==> src/verilog/rrs_pkg.sv <==
package rrs_pkg;
    localparam logic [6:0] RRS_DEV_ID = 7'h68;
    localparam int RRS_PTR_W = 5;
    localparam logic [4:0] RRS_PTR_RESET = 5'h00;
    localparam logic [4:0] RRS_PTR_LAST = 5'h1f;
    localparam logic [4:0] RRS_PTR_FIRST = 5'h00;
    localparam logic [3:0] RRS_BIT_LAST = 4'h7;
    localparam logic [3:0] RRS_BIT_ACK = 4'h8;
    localparam logic [3:0] RRS_BIT_FIRST = 4'h0;
    localparam logic [3:0] RRS_BIT_STEP = 4'h1;
    localparam logic [4:0] RRS_PTR_STEP = 5'h01;
    typedef enum logic [2:0] {
        RRS_IDLE = 3'b000,
        RRS_ADDR = 3'b001,
        RRS_REG = 3'b010,
        RRS_SEND = 3'b011,
        RRS_MACK = 3'b100,
        RRS_WAIT = 3'b101
    } rrs_state_t;
endpackage

==> src/verilog/rrs_byte_if.sv <==
`timescale 1ns/1ps
`default_nettype none
interface rrs_byte_if;
    logic valid;
    logic ready;
    logic [7:0] data;
    modport src (output valid, output data, input ready);
    modport dst (input valid, input data, output ready);
endinterface
`default_nettype wire

==> src/verilog/rrs_skid_buf.sv <==
`timescale 1ns/1ps
`default_nettype none
// two-entry buffer; a stall on the drain side never drops a byte
module rrs_skid_buf (
    input wire logic ref_clk,
    input wire logic rst,
    rrs_byte_if.dst in_if,
    rrs_byte_if.src out_if,
    input wire logic flush
);
    logic [7:0] mem [0:1];
    logic wr_ptr;
    logic rd_ptr;
    logic [1:0] count;
    logic push;
    logic pop;

    assign in_if.ready = (count != 2'h2);
    assign out_if.valid = (count != 2'h0);
    assign out_if.data = mem[rd_ptr];
    assign push = in_if.valid && in_if.ready;
    assign pop = out_if.valid && out_if.ready;

    always_ff @(posedge ref_clk) begin
        if (push) begin
            mem[wr_ptr] <= in_if.data;
        end
    end

    always_ff @(posedge ref_clk or posedge rst) begin
        if (rst) begin
            wr_ptr <= 1'b0;
            rd_ptr <= 1'b0;
            count <= 2'h0;
        end else if (flush) begin
            wr_ptr <= 1'b0;
            rd_ptr <= 1'b0;
            count <= 2'h0;
        end else begin
            if (push) begin
                wr_ptr <= ~wr_ptr;
            end
            if (pop) begin
                rd_ptr <= ~rd_ptr;
            end
            count <= count + {1'b0, push} - {1'b0, pop};
        end
    end

    a_count_bound: assert property (@(posedge ref_clk) disable iff (rst)
        count <= 2'h2) else $error("buffer count above two");
endmodule
`default_nettype wire

==> src/verilog/rrs_read_seq.sv <==
// Summary of operation
// - the block acknowledges both address bytes and the register byte.
// - data bytes continue while the master acknowledges in the ninth clock.
// - the pointer loads from the register byte and selects each sent byte.
// - the pointer advances by one per byte transmitted.
// - the pointer wraps from 1Fh to 00h and data keeps flowing.
// - only an address whose upper seven bits are 1101000 is acknowledged.
// - the pointer is zero after reset so a current-address read starts at 0.
// - every byte is shifted most significant bit first.
`timescale 1ns/1ps
`default_nettype none
module rrs_read_seq (
    input wire logic ref_clk,
    input wire logic rst,
    input wire logic scl_in,
    input wire logic sda_in,
    output logic sda_out,
    output logic sda_oe,
    output logic [rrs_pkg::RRS_PTR_W-1:0] reg_addr,
    input wire logic [7:0] reg_data,
    output logic busy
);
    import rrs_pkg::*;

    logic [1:0] scl_sync;
    logic [1:0] sda_sync;
    logic scl_d;
    logic sda_d;
    logic scl_rise;
    logic scl_fall;
    logic start_seen;
    logic stop_seen;
    rrs_state_t state;
    logic [3:0] bit_cnt;
    logic [7:0] shift_in;
    logic [7:0] shift_out;
    logic [RRS_PTR_W-1:0] ptr;
    logic ack_phase;
    logic fetch;
    logic fetch_pend;
    logic byte_done;
    logic [7:0] next_byte;
    rrs_byte_if buf_in ();
    rrs_byte_if buf_out ();

    // pins come from another domain
    always_ff @(posedge ref_clk or posedge rst) begin
        if (rst) begin
            scl_sync <= 2'h3;
            sda_sync <= 2'h3;
            scl_d <= 1'b1;
            sda_d <= 1'b1;
        end else begin
            scl_sync <= {scl_sync[0], scl_in};
            sda_sync <= {sda_sync[0], sda_in};
            scl_d <= scl_sync[1];
            sda_d <= sda_sync[1];
        end
    end

    assign scl_rise = scl_sync[1] && !scl_d;
    assign scl_fall = !scl_sync[1] && scl_d;
    assign start_seen = scl_sync[1] && scl_d && sda_d && !sda_sync[1];
    assign stop_seen = scl_sync[1] && scl_d && !sda_d && sda_sync[1];
    assign byte_done = scl_rise && (bit_cnt == RRS_BIT_LAST);
    assign next_byte = {shift_in[6:0], sda_sync[1]};

    // fetch path: array byte goes through the buffer to the shifter
    assign buf_in.valid = fetch_pend;
    assign buf_in.data = reg_data;
    assign buf_out.ready = fetch;

    rrs_skid_buf u_buf (
        .ref_clk(ref_clk),
        .rst(rst),
        .in_if(buf_in),
        .out_if(buf_out),
        .flush(start_seen || stop_seen)
    );

    // pointer; reset value zero gives current-address reads from 0
    always_ff @(posedge ref_clk or posedge rst) begin
        if (rst) begin
            ptr <= RRS_PTR_RESET;
        end else if (state == RRS_REG && byte_done) begin
            ptr <= next_byte[RRS_PTR_W-1:0];
        end else if (fetch_pend && buf_in.ready) begin
            // wraps 1f -> 00 by width
            ptr <= ptr + RRS_PTR_STEP;
        end
    end

    always_ff @(posedge ref_clk or posedge rst) begin
        if (rst) begin
            reg_addr <= RRS_PTR_RESET;
        end else begin
            reg_addr <= ptr;
        end
    end

    // one prefetch per data byte; the stall keeps it pending if full
    always_ff @(posedge ref_clk or posedge rst) begin
        if (rst) begin
            fetch_pend <= 1'b0;
        end else if (start_seen || stop_seen) begin
            fetch_pend <= 1'b0;
        end else if (state == RRS_ADDR && byte_done && next_byte[0]
                     && next_byte[7:1] == RRS_DEV_ID) begin
            fetch_pend <= 1'b1;
        end else if (state == RRS_MACK && scl_rise && !sda_sync[1]) begin
            fetch_pend <= 1'b1;
        end else if (buf_in.ready) begin
            fetch_pend <= 1'b0;
        end
    end

    // main sequencer
    always_ff @(posedge ref_clk or posedge rst) begin
        if (rst) begin
            state <= RRS_IDLE;
            bit_cnt <= RRS_BIT_FIRST;
            shift_in <= 8'h00;
            ack_phase <= 1'b0;
        end else if (start_seen) begin
            state <= RRS_ADDR;
            bit_cnt <= RRS_BIT_FIRST;
            ack_phase <= 1'b0;
        end else if (stop_seen) begin
            state <= RRS_IDLE;
            ack_phase <= 1'b0;
        end else begin
            unique case (state)
                RRS_IDLE, RRS_WAIT: begin
                    ack_phase <= 1'b0;
                end
                RRS_ADDR, RRS_REG: begin
                    if (scl_rise && !ack_phase) begin
                        shift_in <= next_byte;
                        bit_cnt <= bit_cnt + RRS_BIT_STEP;
                    end
                    if (byte_done && !ack_phase) begin
                        if (next_byte[7:1] != RRS_DEV_ID
                            && state == RRS_ADDR) begin
                            state <= RRS_WAIT;
                        end else begin
                            ack_phase <= 1'b1;
                        end
                    end
                    if (ack_phase && scl_fall && bit_cnt == RRS_BIT_ACK) begin
                        bit_cnt <= RRS_BIT_FIRST;
                    end
                    if (ack_phase && scl_fall && bit_cnt == RRS_BIT_FIRST) begin
                        ack_phase <= 1'b0;
                        if (state == RRS_REG) begin
                            state <= RRS_WAIT;
                        end else if (shift_in[0]) begin
                            state <= RRS_SEND;
                        end else begin
                            state <= RRS_REG;
                        end
                    end
                end
                RRS_SEND: begin
                    // after a master ack the next msb opens at this fall
                    if (scl_fall && ack_phase) begin
                        ack_phase <= 1'b0;
                    end else if (scl_fall) begin
                        if (bit_cnt == RRS_BIT_LAST) begin
                            state <= RRS_MACK;
                            bit_cnt <= RRS_BIT_FIRST;
                        end else begin
                            bit_cnt <= bit_cnt + RRS_BIT_STEP;
                        end
                    end
                end
                RRS_MACK: begin
                    if (scl_rise) begin
                        state <= sda_sync[1] ? RRS_WAIT : RRS_SEND;
                        ack_phase <= !sda_sync[1];
                    end
                end
                default: begin
                    state <= RRS_IDLE;
                end
            endcase
        end
    end

    // ack_phase wraps bit_cnt: 8 at byte end, cleared to 0 on ack drive
    // load the next byte at the falling edge that opens its first bit
    assign fetch = buf_out.valid && scl_fall && (
        (state == RRS_ADDR && ack_phase && bit_cnt == RRS_BIT_FIRST
         && shift_in[0])
        || (state == RRS_SEND && ack_phase));

    always_ff @(posedge ref_clk or posedge rst) begin
        if (rst) begin
            shift_out <= 8'hff;
        end else if (fetch) begin
            shift_out <= buf_out.data;
        end else if (state == RRS_SEND && scl_fall && !ack_phase) begin
            shift_out <= {shift_out[6:0], 1'b1};
        end
    end

    // sda drive: ack low in ninth clock of received bytes, else data zeros
    always_ff @(posedge ref_clk or posedge rst) begin
        if (rst) begin
            sda_oe <= 1'b0;
            sda_out <= 1'b0;
            busy <= 1'b0;
        end else begin
            sda_out <= 1'b0;
            busy <= (state != RRS_IDLE) && (state != RRS_WAIT);
            if (start_seen || stop_seen) begin
                sda_oe <= 1'b0;
            end else if (scl_fall) begin
                if ((state == RRS_ADDR || state == RRS_REG) && ack_phase
                    && bit_cnt == RRS_BIT_ACK) begin
                    sda_oe <= 1'b1;
                end else if (state == RRS_SEND && ack_phase) begin
                    sda_oe <= !buf_out.data[7];
                end else if (state == RRS_SEND) begin
                    sda_oe <= (bit_cnt == RRS_BIT_LAST) ? 1'b0
                        : !shift_out[6];
                end else if (ack_phase && bit_cnt == RRS_BIT_FIRST
                             && state == RRS_ADDR && shift_in[0]) begin
                    sda_oe <= !buf_out.data[7];
                end else if (state == RRS_MACK) begin
                    sda_oe <= 1'b0;
                end else begin
                    sda_oe <= 1'b0;
                end
            end else if (state == RRS_MACK && scl_rise && !sda_sync[1]) begin
                sda_oe <= 1'b0;
            end else if (state == RRS_WAIT) begin
                sda_oe <= 1'b0;
            end
        end
    end

    a_reject_id: assert property (@(posedge ref_clk) disable iff (rst)
        (state == RRS_ADDR && byte_done && !ack_phase
         && next_byte[7:1] != RRS_DEV_ID) |=> state == RRS_WAIT)
        else $error("foreign address not rejected");
    a_nack_stop: assert property (@(posedge ref_clk) disable iff (rst)
        (state == RRS_MACK && scl_rise && sda_sync[1] && !start_seen
         && !stop_seen) |=> (state == RRS_WAIT) ##1 !sda_oe)
        else $error("bus not released after nack");
    a_ptr_step: assert property (@(posedge ref_clk) disable iff (rst)
        (fetch_pend && buf_in.ready && !(state == RRS_REG && byte_done))
        |=> ptr == $past(ptr) + RRS_PTR_STEP)
        else $error("pointer did not step by one");
    a_ptr_wrap: assert property (@(posedge ref_clk) disable iff (rst)
        (ptr == RRS_PTR_LAST && fetch_pend && buf_in.ready
         && !(state == RRS_REG && byte_done)) |=> ptr == RRS_PTR_FIRST)
        else $error("pointer failed to wrap");
    a_ptr_load: assert property (@(posedge ref_clk) disable iff (rst)
        (state == RRS_REG && byte_done && !ack_phase)
        |=> ptr == $past(next_byte[RRS_PTR_W-1:0]))
        else $error("pointer not loaded from register byte");
    a_ack_drive: assert property (@(posedge ref_clk) disable iff (rst)
        ((state == RRS_ADDR || state == RRS_REG) && ack_phase && scl_fall
         && bit_cnt == RRS_BIT_ACK && !start_seen && !stop_seen)
        |=> sda_oe && !sda_out) else $error("ack not driven");
    a_wait_quiet: assert property (@(posedge ref_clk) disable iff (rst)
        (state == RRS_WAIT) ##1 (state == RRS_WAIT) |-> !sda_oe)
        else $error("bus driven while waiting");
    a_more_data: assert property (@(posedge ref_clk) disable iff (rst)
        (state == RRS_MACK && scl_rise && !sda_sync[1] && !start_seen
         && !stop_seen) |=> state == RRS_SEND && fetch_pend)
        else $error("ack did not continue the read");
endmodule
`default_nettype wire

==> config.mk <==
export PLATFORM = sky130hd
export DESIGN_NAME = rrs_read_seq
export DESIGN_NICKNAME = d
export VERILOG_FILES = /design/src/verilog/rrs_pkg.sv /design/src/verilog/rrs_byte_if.sv /design/src/verilog/rrs_skid_buf.sv /design/src/verilog/rrs_read_seq.sv
export SDC_FILE = /design/constraint.sdc
export NUM_CORES = 1
export LEC_CHECK = 0
export BUFFER_PORTS_ARGS = -buffer_cell sky130_fd_sc_hd__buf_2
export CORE_UTILIZATION = 54
export DETAILED_ROUTE_END_ITERATION = 7
export HOLD_SLACK_MARGIN = 0.08
export PLACE_DENSITY_LB_ADDON = 0.3
export SLEW_MARGIN = 20
export SYNTH_ARGS = -nofsm -noshare
export SYNTH_HDL_FRONTEND = slang
export SYNTH_SLANG_ARGS = --single-unit
==> constraint.sdc <==
create_clock -name ref_clk -period 2.2 [get_ports ref_clk]
set_input_delay 0 -clock ref_clk [delete_from_list [all_inputs] [get_ports ref_clk]]
set_output_delay 0 -clock ref_clk [all_outputs]
set_load 0.02 [all_outputs]
After elaboration in Yosys (flattened, before gate mapping)
Memory sizes are Yosys's and may differ from the RTL's.
Index checks and enable logic that the tools add are counted.
{"block": "classes", "n_addsub": 4, "eq_ne": 24, "mux": 53, "bitwise_logic": 4, "n_reduce_logical": 64}
{"cell": "1-bit logical AND", "n": 36}
{"cell": "3-bit two-way mux", "n": 11}
{"cell": "4-bit two-way mux", "n": 7}
{"cell": "1-bit two-way mux", "n": 27}
{"cell": "4-bit inequality test, second input constant", "n": 5}
{"cell": "5-bit inequality test, second input constant", "n": 3}
{"cell": "7-bit two-way mux", "n": 2}
{"cell": "3-bit inequality test, second input constant", "n": 4}
{"cell": "3-bit case mux with 4 select lines", "n": 1}
{"cell": "5-bit two-way mux", "n": 2}
{"cell": "5-bit AND reduction", "n": 2}
{"cell": "2-bit nonzero test", "n": 5}
{"cell": "4-bit case mux with 2 select lines", "n": 1}
{"cell": "4-bit nonzero test", "n": 2}
{"cell": "7-bit == test, second input constant", "n": 1}
{"cell": "1-bit zero test", "n": 7}
{"cell": "7-bit inequality test, second input constant", "n": 1}
{"cell": "7-bit AND reduction", "n": 1}
{"cell": "3-bit by 2-bit == test with 1-bit output, second input constant", "n": 2}
{"cell": "3-bit == test, second input constant", "n": 2}
{"cell": "3-bit nonzero test", "n": 2}
{"cell": "6-bit nonzero test", "n": 1}
{"cell": "5-bit by 1-bit adder with 5-bit output, second input constant", "n": 1}
{"cell": "4-bit by 1-bit adder with 4-bit output, second input constant", "n": 1}
{"cell": "other kinds (15)", "n": 22}
{"block": "totals", "regBits": 45, "ram_bits": 16, "in_bits": 12, "output_inout_bits": 8, "elab_cells": 167, "memories": 1}
{"name": "u_buf.mem", "depth": 2, "width": 8, "rd": 1, "rd_clocked_by_memory_dff": 0, "wr": 1, "line": "rrs_skid_buf.sv:11", "rtl": "logic [7:0] mem [0:1];"}

Depth between registers and ports, before layout
Gate-level depths: netlist of the first run.
{"block": "depth", "word_depth": 10, "ltp_mapped": 13, "depth_no_buf": 12}

Modules after synthesis
From an unflattened synthesis of the first run, not the netlist that was laid out.
{"block": "hier_totals", "hier_cells": 259, "area_unflattened_um2": 2987.9}
{"mod": "rrs_read_seq", "instances": 1, "cells_per_inst": 210, "area_per_inst_um2": 2154.6, "seq_area_each_um2": 1042.2}
{"mod": "rrs_skid_buf", "instances": 1, "cells_per_inst": 49, "area_per_inst_um2": 833.3, "seq_area_each_um2": 580.6}

Least setup slack after synthesis of the first run
OpenSTA, ideal clock, no wires.
{"block": "synth_timing", "kind": "register -> register", "from": "register bit_cnt[0]", "to": "register u_buf.count[1]", "setup_ps": 129, "arrival_ps": 2177, "required_time_ps": 2071, "path_slack_ps": -106, "path_stages_with_launch": 14, "n_path_buf": 1, "synth_period_minus_slack_ps": 2306, "cell_sequence": "dfrtp_1 > inv_1 > ha_1 > nor4bb_1 > o21a_1 > o2111ai_1 > clkbuf_1 > inv_1 > ha_1 > inv_1 > ha_1 > xor2_1 > xnor2_1 > nor2_1"}
{"block": "synth_via", "elab_chain_len": 8}
{"item": "from (decl)", "line": "rrs_read_seq.sv:34", "rtl": "logic [3:0] bit_cnt;"}
{"item": "from (signal assigned)", "line": "rrs_read_seq.sv:139", "rtl": "bit_cnt <= bit_cnt + RRS_BIT_STEP;"}
{"item": "from (signal assigned)", "line": "rrs_read_seq.sv:172", "rtl": "bit_cnt <= bit_cnt + RRS_BIT_STEP;"}
{"item": "4-bit zero test", "line": "rrs_read_seq.sv:192", "rtl": "(state == RRS_ADDR && ack_phase && bit_cnt == RRS_BIT_FIRST"}
{"item": "1-bit logical AND", "line": "rrs_read_seq.sv:192"}
{"item": "1-bit logical AND", "line": "rrs_read_seq.sv:193", "rtl": "&& shift_in[0])"}
{"item": "1-bit logical OR", "line": "rrs_read_seq.sv:194", "rtl": "|| (state == RRS_SEND && ack_phase));"}
{"item": "1-bit logical AND", "line": "rrs_read_seq.sv:191", "rtl": "assign fetch = buf_out.valid && scl_fall && ("}
{"item": "1-bit logical AND", "line": "rrs_skid_buf.sv:22", "rtl": "assign pop = out_if.valid && out_if.ready;"}
{"item": "2-bit by 1-bit subtractor with 2-bit output", "line": "rrs_skid_buf.sv:46", "rtl": "count <= count + {1'b0, push} - {1'b0, pop};"}
{"item": "2-bit two-way mux", "line": "rrs_skid_buf.sv:35", "rtl": "end else if (flush) begin"}
{"item": "to (signal assigned)", "line": "rrs_skid_buf.sv:46"}
{"item": "to (decl)", "line": "rrs_skid_buf.sv:14", "rtl": "logic [1:0] count;"}
Every way passes these cells.
A chain may end at the register's enable or synchronous reset.

Worst setup path after layout of the first run
{"block": "layout_timing", "from": "register shift_in[0]", "to": "register state[1]"}
{"block": "layout_via", "elab_chain_len": 4}
{"item": "from (decl)", "line": "rrs_read_seq.sv:35", "rtl": "logic [7:0] shift_in;"}
{"item": "from (signal assigned)", "line": "rrs_read_seq.sv:138", "rtl": "shift_in <= next_byte;"}
{"item": "7-bit inequality test", "line": "rrs_read_seq.sv:142", "rtl": "if (next_byte[7:1] != RRS_DEV_ID"}
{"item": "1-bit logical AND", "line": "rrs_read_seq.sv:143", "rtl": "&& state == RRS_ADDR) begin"}
{"item": "5-bit inequality test (no source line)"}
{"item": "7-bit AND reduction (no source line)"}
{"item": "to (signal assigned)", "line": "rrs_read_seq.sv:178", "rtl": "state <= sda_sync[1] ? RRS_WAIT : RRS_SEND;"}
{"item": "to (decl)", "line": "rrs_read_seq.sv:33", "rtl": "rrs_state_t state;"}
Every way passes these cells.

==> results.md, run 1 <==
* Share of cells above drive strength 1 at 30.26%
* Synth-to-Final Area Change at 21.74%
* Met3 usage at ~4.8%
* Critical path peak fanout at 6
* Total chip power at 3.835 mW
* Num ports at 20
* Seq cells post-synth at a little over 60
* Diode count at 0
* Synth Area per Inst at roughly 12 um2
* # Max-Cap Violations at 0
* WP data arrival at around 2.3 ns
* Final hold vios at 0
* HP Class: input port to asynchronous set/reset pin
* DR vias at approximately 2100
* Synthesized area at 0.002913 mm2
* Initial antenna violation count at 0
* Placer Congestion at 0.9210
* Final ANT Viol Nets at 0
* Root Buffer: clkbuf_8
* CTS clk-pin slew, worst paths at 0.07 ns
* Final Setup Violations at 0
* Synth top area share at 27.49%
* CTS Buffer Depth at 2
* Largest net degree at the start of global routing at 40
* Synth warn at 0
* Crit path launch type: flip-flop
* DR vias/cell at between 5 and 6
* Run status: finished, final reports clean
* Fmax at 469.8 MHz
* Tcrit/Tclk final at ~97%
* DIE WIDTH at 75.45 um
* Hpwl dp at approximately 4000 um
* First-pass GRT wire length at ~10000 um
* Post-route DRC at 0
* Die Y-Extent at 75.45 um
* Initial core utilization at 56.67%
* H-tree levels at 3
* Initial DRC count at 117
* Slew Limit Fails at 0
* Layout net count at ~320
* Synth Instances at 248
* Total track usage at a little under a quarter
* Power per cell area at around 1100 mW/mm2
* Die area at 0.005692 mm2
* Ys async rst share at 73.77%
* CTS tree: done
* IO buf count at 18
* GRT met2 Usage at around two fifths
* Post-Syn Nets at ~270
* Most frequent cells in the layout: dfrtp_1, nor2_1, buf_4, buf_2, edfxtp_1
* Worst Setup Path Type: flip-flop to flip-flop
* Most common cell after layout, fill and taps aside: dfrtp_1
* CP required at roughly 2.4 ns
* Top FF cell, synth: dfrtp_1
* RSZ-0062 raised after global routing: true
* CTS buffer count at 9
* Clock sink count at a little over 60
* Min Tclk post-route at between 2 and 2.5 ns
* Synth area leader: dfrtp_1
* Hold slack at a little over 0.09 ns
* Register area share after synthesis at a little under three fifths
* Gr ovfl total at 0
* Synth area leaders: dfrtp_1, edfxtp_1, dfstp_2
* Post-synth EDFFs at 16
* Fill cells at 394
* Grt met1 use at 29.25%
* Distinct cells, synth at 62
* Peak supply drop at between 0.6 and 0.7 mV
* Crit. End Element: flip-flop
* P_leak at about 1.5 nW
* Drt first pass iters at 4
* Worst-Skew Late Latency at around 0.33 ns
* Vias in the first global route at about 2100
* Row count at 26
* DR WL/cell at about 16 um
* GRT busiest layer: met2
* Routed WL at 5914 um
* CORE AREA at 0.005140 mm2
* Final Skew at 0.008425 ns
cells by family after synthesis:
family                   after synthesis  synth area share (%)
AND/OR/NAND/NOR                       77                 15.25
buffers and inverters                 26                 3.737
AO/OA/AOI/OAI                         48                 12.67
XOR/XNOR                              10                 3.007
multiplexers                          20                 7.346
adder cells (fa/ha/maj)                5                 2.148
flip-flops                            61                 55.71
other                                  1                0.1287
critical path, cell delays in order (launching register included):
cell      delay (ns)
dfrtp_1         0.44
or4b_4          0.53
o31a_1          0.33
nand2b_4        0.16
o221ai_2        0.21
mux2_1          0.34
metrics by stage:
step	TNS (ns)	worst slack [ns]	area, um2	util (%)	cells
3_5_place_dp	-0.04994	-0.04994	3188	62.03	344
2_1_floorplan	0	0.01828	2917	-	248
3_3_place_gp	0	0.08615	3188	62.03	344
4_1_cts	0	0.009925	3481	67.72	371
6_report	0	0.07163	3546	68.99	374
5_1_grt	-0.008430	-0.008430	3546	68.99	374
final cells by class:
class                      instances  area, um2  area share [%]
inverter                          13      48.80           1.376
timing repair buffer              53      380.4           10.73
multi-input combinational        161       1239           34.93
tap                               70      87.58           2.470
sequential                        61       1623           45.77
clock buffer                      10      127.6           3.599
clock inverter                     6      40.04           1.129
synthesized netlist by cell type, drive strengths merged (3+ instances only):
| cell | n |
|---|---|
| dfrtp | 32 |
| mux2i | 9 |
| o21ai | 4 |
| and2 | 3 |
| nor2b | 8 |
| o21bai | 3 |
| a221o | 6 |
| edfxtp | 16 |
| buf | 7 |
| inv | 13 |
| nor3 | 3 |
| clkbuf | 6 |
| a21oi | 10 |
| mux2 | 11 |
| nand2 | 8 |
| xor2 | 6 |
| xnor2 | 4 |
| dfstp | 13 |
| nor2 | 25 |
| nand2b | 4 |
| nor3b | 3 |
| nand3 | 6 |
| ha | 5 |
| a211oi | 3 |
final timing paths:
path / endpoint / slack (ns) / cells after the start / start
min reg2reg: scl_sync[1] / 0.36 / 0 / scl_sync[0]
max reg2reg: state[1] / 0.07 / 5 / shift_in[0]
min in group ref_clk: scl_sync[0] / 0.31 / 2 / scl_in
min: ptr[4] / 0.09 / 3 / rst
max in group asynchronous: sda_d / 1.37 / 4 / rst
max: state[1] / 0.07 / 5 / shift_in[0]
sequential cells by signal (all words and copies together) (netlist names), 2 cells and up:
name,count
state,3
sda_sync,2
u_buf.count,2
shift_out,7
ptr,5
reg_addr,5
u_buf.mem,16
shift_in,7
bit_cnt,4
scl_sync,2
per-layer routing:
metal	vias to the layer above	wire length (um)
li1	1005	-
met1	1040	2678
met2	36	2957
met3	10	164
met4	0	113
met5	-	0
power by group:
group | internal, mW | switching [mW]
registers | 1.38 | 0.195
clock network | 0.406 | 0.431
logic | 0.725 | 0.701
total | 2.51 | 1.33
repair_timing:
item                                   in CTS  in global routing
pin swaps                                   0                  3
hold buffers                               11                  0
setup endpoints to repair                   1                  4
buffers inserted                            0                  3
gates resized for setup                     2                 11
endpoints found under the hold margin      50                  0
No activity file was read; power rests on OpenSTA's default activity.
==> run 2, diff against run 1 <==
- CTS_BUF_LIST: not set -> sky130_fd_sc_hd__clkbuf_16
- SYNTH_HIERARCHICAL: not set -> 1
==> run 2 against run 1 <==
Net effect:
- setup slack worse by 0.039 ns
- via count up 3.7%
- non-clock buffer count down 1
- critical path depth up 7
- global-route usage down 0.88 points
- fmax down 1.8%
- die area up 2.5%
- clock-buffer cell count unchanged
- power up 1.7%
- sequential power down 4%
- register-to-register slack worse by 0.04 ns
- clock power up 52%
==> results.md, run 2 <==
* Final Skew at 0.002878 ns (-0.005547 ns)
* Bufs and invs on worst path at 3 (+3)
* Share of cells above drive strength 1 at 35.78% (+5.5 points)
* CTS clk-pin slew, worst paths at 0.05 ns (-0.02 ns)
* HP Class: input port to asynchronous set/reset pin
* Ys async rst share at 73.77% (unchanged)
* Place WS at -0.04396 ns (+0.005987 ns)
* Die area at 0.005835 mm2 (+2.5%)
* Synthesized area at 0.002988 mm2 (+2.6%)
* Final Setup Violations at 0 (unchanged)
* CTS buffer count at 9 (unchanged)
* RSZ-0062 raised after global routing: true
* Synth cell count leaders: dfrtp_1, nor2_1, mux2_2
* Sw power at 1.183 mW (-11%)
* P_leak at 1.601 nW (+4.2%)
* Synth-to-Final Area Change at 25.29%
* # Max-Cap Violations at 0 (unchanged)
* Hpwl dp at 4131 um (+4.0%)
* Post-synth EDFFs at 16 (unchanged)
* DR WL/cell at 16.34 um (+3.3%)
* Area of the multi-input gates at 0.001351 mm2 (+9.1%)
* Post-route cell area at 0.003744 mm2 (+5.6%)
* Worst path cell trace: inv_2 -> ha_4 -> nor4bb_4 -> o2111ai_2 -> inv_2 -> o21a_4 -> ha_4 -> inv_2 -> ha_4 -> xor2_2 -> and2_4 -> nor3_2
* Slew margin rel. at between 60% and 70%
* Vias in the first global route at 2275 (+8.0%)
* DR vias/cell at 5.663 (+1.3%)
* Most common cell after layout, fill and taps aside: dfrtp_1
* Total track usage at 23.03% (-0.88 points)
* Peak supply drop at 0.6392 mV (-2.4%)
* Seq pwr share at 38.8% (-2.2 points)
* Tcrit/Tclk final at 98.50% (+1.8 points)
* CTS Buffer Depth at 2 (unchanged)
* Max reg flops at 16 (unchanged)
* IO buf count at 18 (unchanged)
* Worst-Skew Late Latency at 0.32 ns (about the same)
* CORE AREA at 0.005205 mm2 (+1.3%)
* Initial DRC count at 85 (-27%)
* Synth Instances at 259 (+4.4%)
* Synth area leaders: dfrtp_1, edfxtp_1, dfstp_2
* Top-count cell post-synth: dfrtp_1
* Top FF cell, synth: dfrtp_1
* Root Buffer: clkbuf_16
* DR vias at 2169 (+3.7%)
* Slew @ Worst Pin at between 0.5 and 0.6 ns
* Synth Area per Inst at 11.54 um2 (-1.8%)
* Seq cells post-synth at 61 (unchanged)
* CTS tree: done
* Synth warn at 6 (+6)
* Min Tclk post-route at 2.167 ns (+0.03855 ns)
* Critical path's top delay family: adder cells
* Post-route DRC at 0 (unchanged)
* Fill cells at 382 (-3.0%)
* Routed WL at 6258 um (+5.8%)
* Layout net count at 325 (+2.8%)
* Drt first pass iters at 4 (unchanged)
* Clock sink count at 61 (unchanged)
* Fmax at 461.5 MHz (-1.8%)
* Slew Limit Fails at 0 (unchanged)
* Row count at 26 (unchanged)
* Run status: finished, final reports clean
* Storage cell area at 0.001623 mm2 (unchanged)
* Largest net degree at the start of global routing at 42 (+5.0%)
* Initial antenna violation count at 0 (unchanged)
* Initial core utilization at 57.40% (+0.73 points)
* Sw Ratio at 30.32% (-4.3 points)
* Critical path peak fanout at 3 (-3)
* Final hold vios at 0 (unchanged)
* Biggest regs: u_buf/mem x16, shift_in x7, shift_out x7
* Gr ovfl total at 0 (unchanged)
* Post-DP Area at 0.003284 mm2 (+3.0%)
* CP required at 2.39 ns (-0.02 ns)
* Total chip power at 3.900 mW (+1.7%)
* DIE WIDTH at 76.39 um (+1.2%)
* Clock Power Share at 32.6% (+11 points)
* Crit path launch type: flip-flop
* Die Y-Extent at 76.39 um (+1.2%)
* Comb power frac at 28.6% (-8.6 points)
* Num ports at 20 (unchanged)
* Synth area leader: dfrtp_1
* CP max stage delay at 0.39 ns (-0.14 ns)
* Distinct cells, synth at 61 (-1.6%)
* Most frequent cells in the layout: dfrtp_1, nor2_1, buf_4, mux2_2, buf_2
* Diode count at 0 (unchanged)
* Power per cell area at 1042 mW/mm2 (-3.7%)
* H-tree levels at 3 (unchanged)
* Final WS setup at 0.03308 ns (-0.03855 ns)
* Placer Congestion at 0.9046 (-1.8%)
* Pint at 2.718 mW (+8.4%)
* First-pass GRT wire length at 10420 um (+6.5%)
* Worst Setup Path Type: flip-flop to flip-flop
* Biggest register: u_buf/mem
* WP data arrival at 2.36 ns (+0.02 ns)
* Synth top area share at 26.80% (-0.69 points)
* Register area share after synthesis at 54.31% (-1.4 points)
* Crit. End Element: flip-flop
* CP max stage cell: dfrtp_1
* Post-Syn Nets at 276 (+4.2%)
* Final ANT Viol Nets at 0 (unchanged)
[run 2: changes by cell type after synthesis, moves of 4 or more]
| cell | before | now |
|---|---|---|
| a221o_1 | 6 | 0 |
| buf_2 | 6 | 1 |
| inv_1 | 12 | 8 |
| mux2_1 | 7 | 0 |
| mux2_2 | 4 | 18 |
| nand2_1 | 8 | 14 |
| o21ai_1 | 0 | 6 |
[run 2: area by class of cell]
| cell class | count | area share (%) |
|---|---|---|
| Inverter | 8 | 0.8021 |
| Clock inverter | 6 | 0.7687 |
| Tap cell | 70 | 2.340 |
| Clock buffer | 10 | 6.684 |
| Sequential cell | 61 | 43.35 |
| Timing Repair Buffer | 52 | 9.960 |
| Multi-Input combinational cell | 176 | 36.10 |
[run 2: cell families after synthesis]
group | after synthesis | share of synthesized area [%]
buffers and inverters | 22 | 4.104
DFF | 61 | 54.31
adders and majority gates | 5 | 2.094
muxes | 26 | 9.631
and+or+nand+nor | 95 | 18.59
xor gates and xnor gates | 8 | 2.345
AOI/OAI and AO/OA | 41 | 8.794
other | 1 | 0.1255
[run 2: path summary, 6_finish.rpt]
path,start,to,slack (ns),cells past startpoint
min in group ref_clk,sda_in,sda_sync[0],0.32,2
min,rst,u_buf/wr_ptr,0.13,3
min reg2reg,sda_sync[0],sda_sync[1],0.35,0
max reg2reg,bit_cnt[1],u_buf/count[1],0.03,12
max in group asynchronous,rst,shift_out[2],1.47,4
max,bit_cnt[1],u_buf/count[1],0.03,12
[run 2: stage by stage]
step	std cells	utilization, %	hold WS (ns)	setup TNS, ns
CTS	381	70.72	0.1257	0
finish	383	71.92	0.1278	0
detailed placement	353	63.10	-0.07708	-0.04396
floorplan	259	-	-0.2339	-0.1023
global route	383	71.92	0.1417	-0.07897
global placement	353	63.10	-0.09692	0
[run 2: timing repair]
action | in CTS | in global routing
endpoints found under the setup margin | 1 | 5
endpoints found under the hold margin | 50 | 0
hold buffers | 11 | 0
setup buffers | 1 | 2
pin swaps | 1 | 4
gates resized for setup | 1 | 10
[run 2: tightest hold or removal path: cells and delay by family]
kind | cells | cell delay (ns)
buf+inv | 3 | 0.81
[run 2: power groups by stage]
stage	clock (mW)	combinational [mW]	sequential, mW
3_3_place_gp	0	1.00	1.51
4_1_cts	1.30	1.06	1.50
2_1_floorplan	0	0.721	1.53
3_5_place_dp	0	1.04	1.52
5_1_grt	1.35	1.22	1.54
6_report	1.27	1.12	1.51
[run 2: metal layers]
metal	routed length (um)	GRT usage (%)	part of all wire, %
met5	0	0	0
met4	55	9.423	0.88
met3	331	5.988	5.3
met2	3112	36.22	50
met1	2757	30.36	44
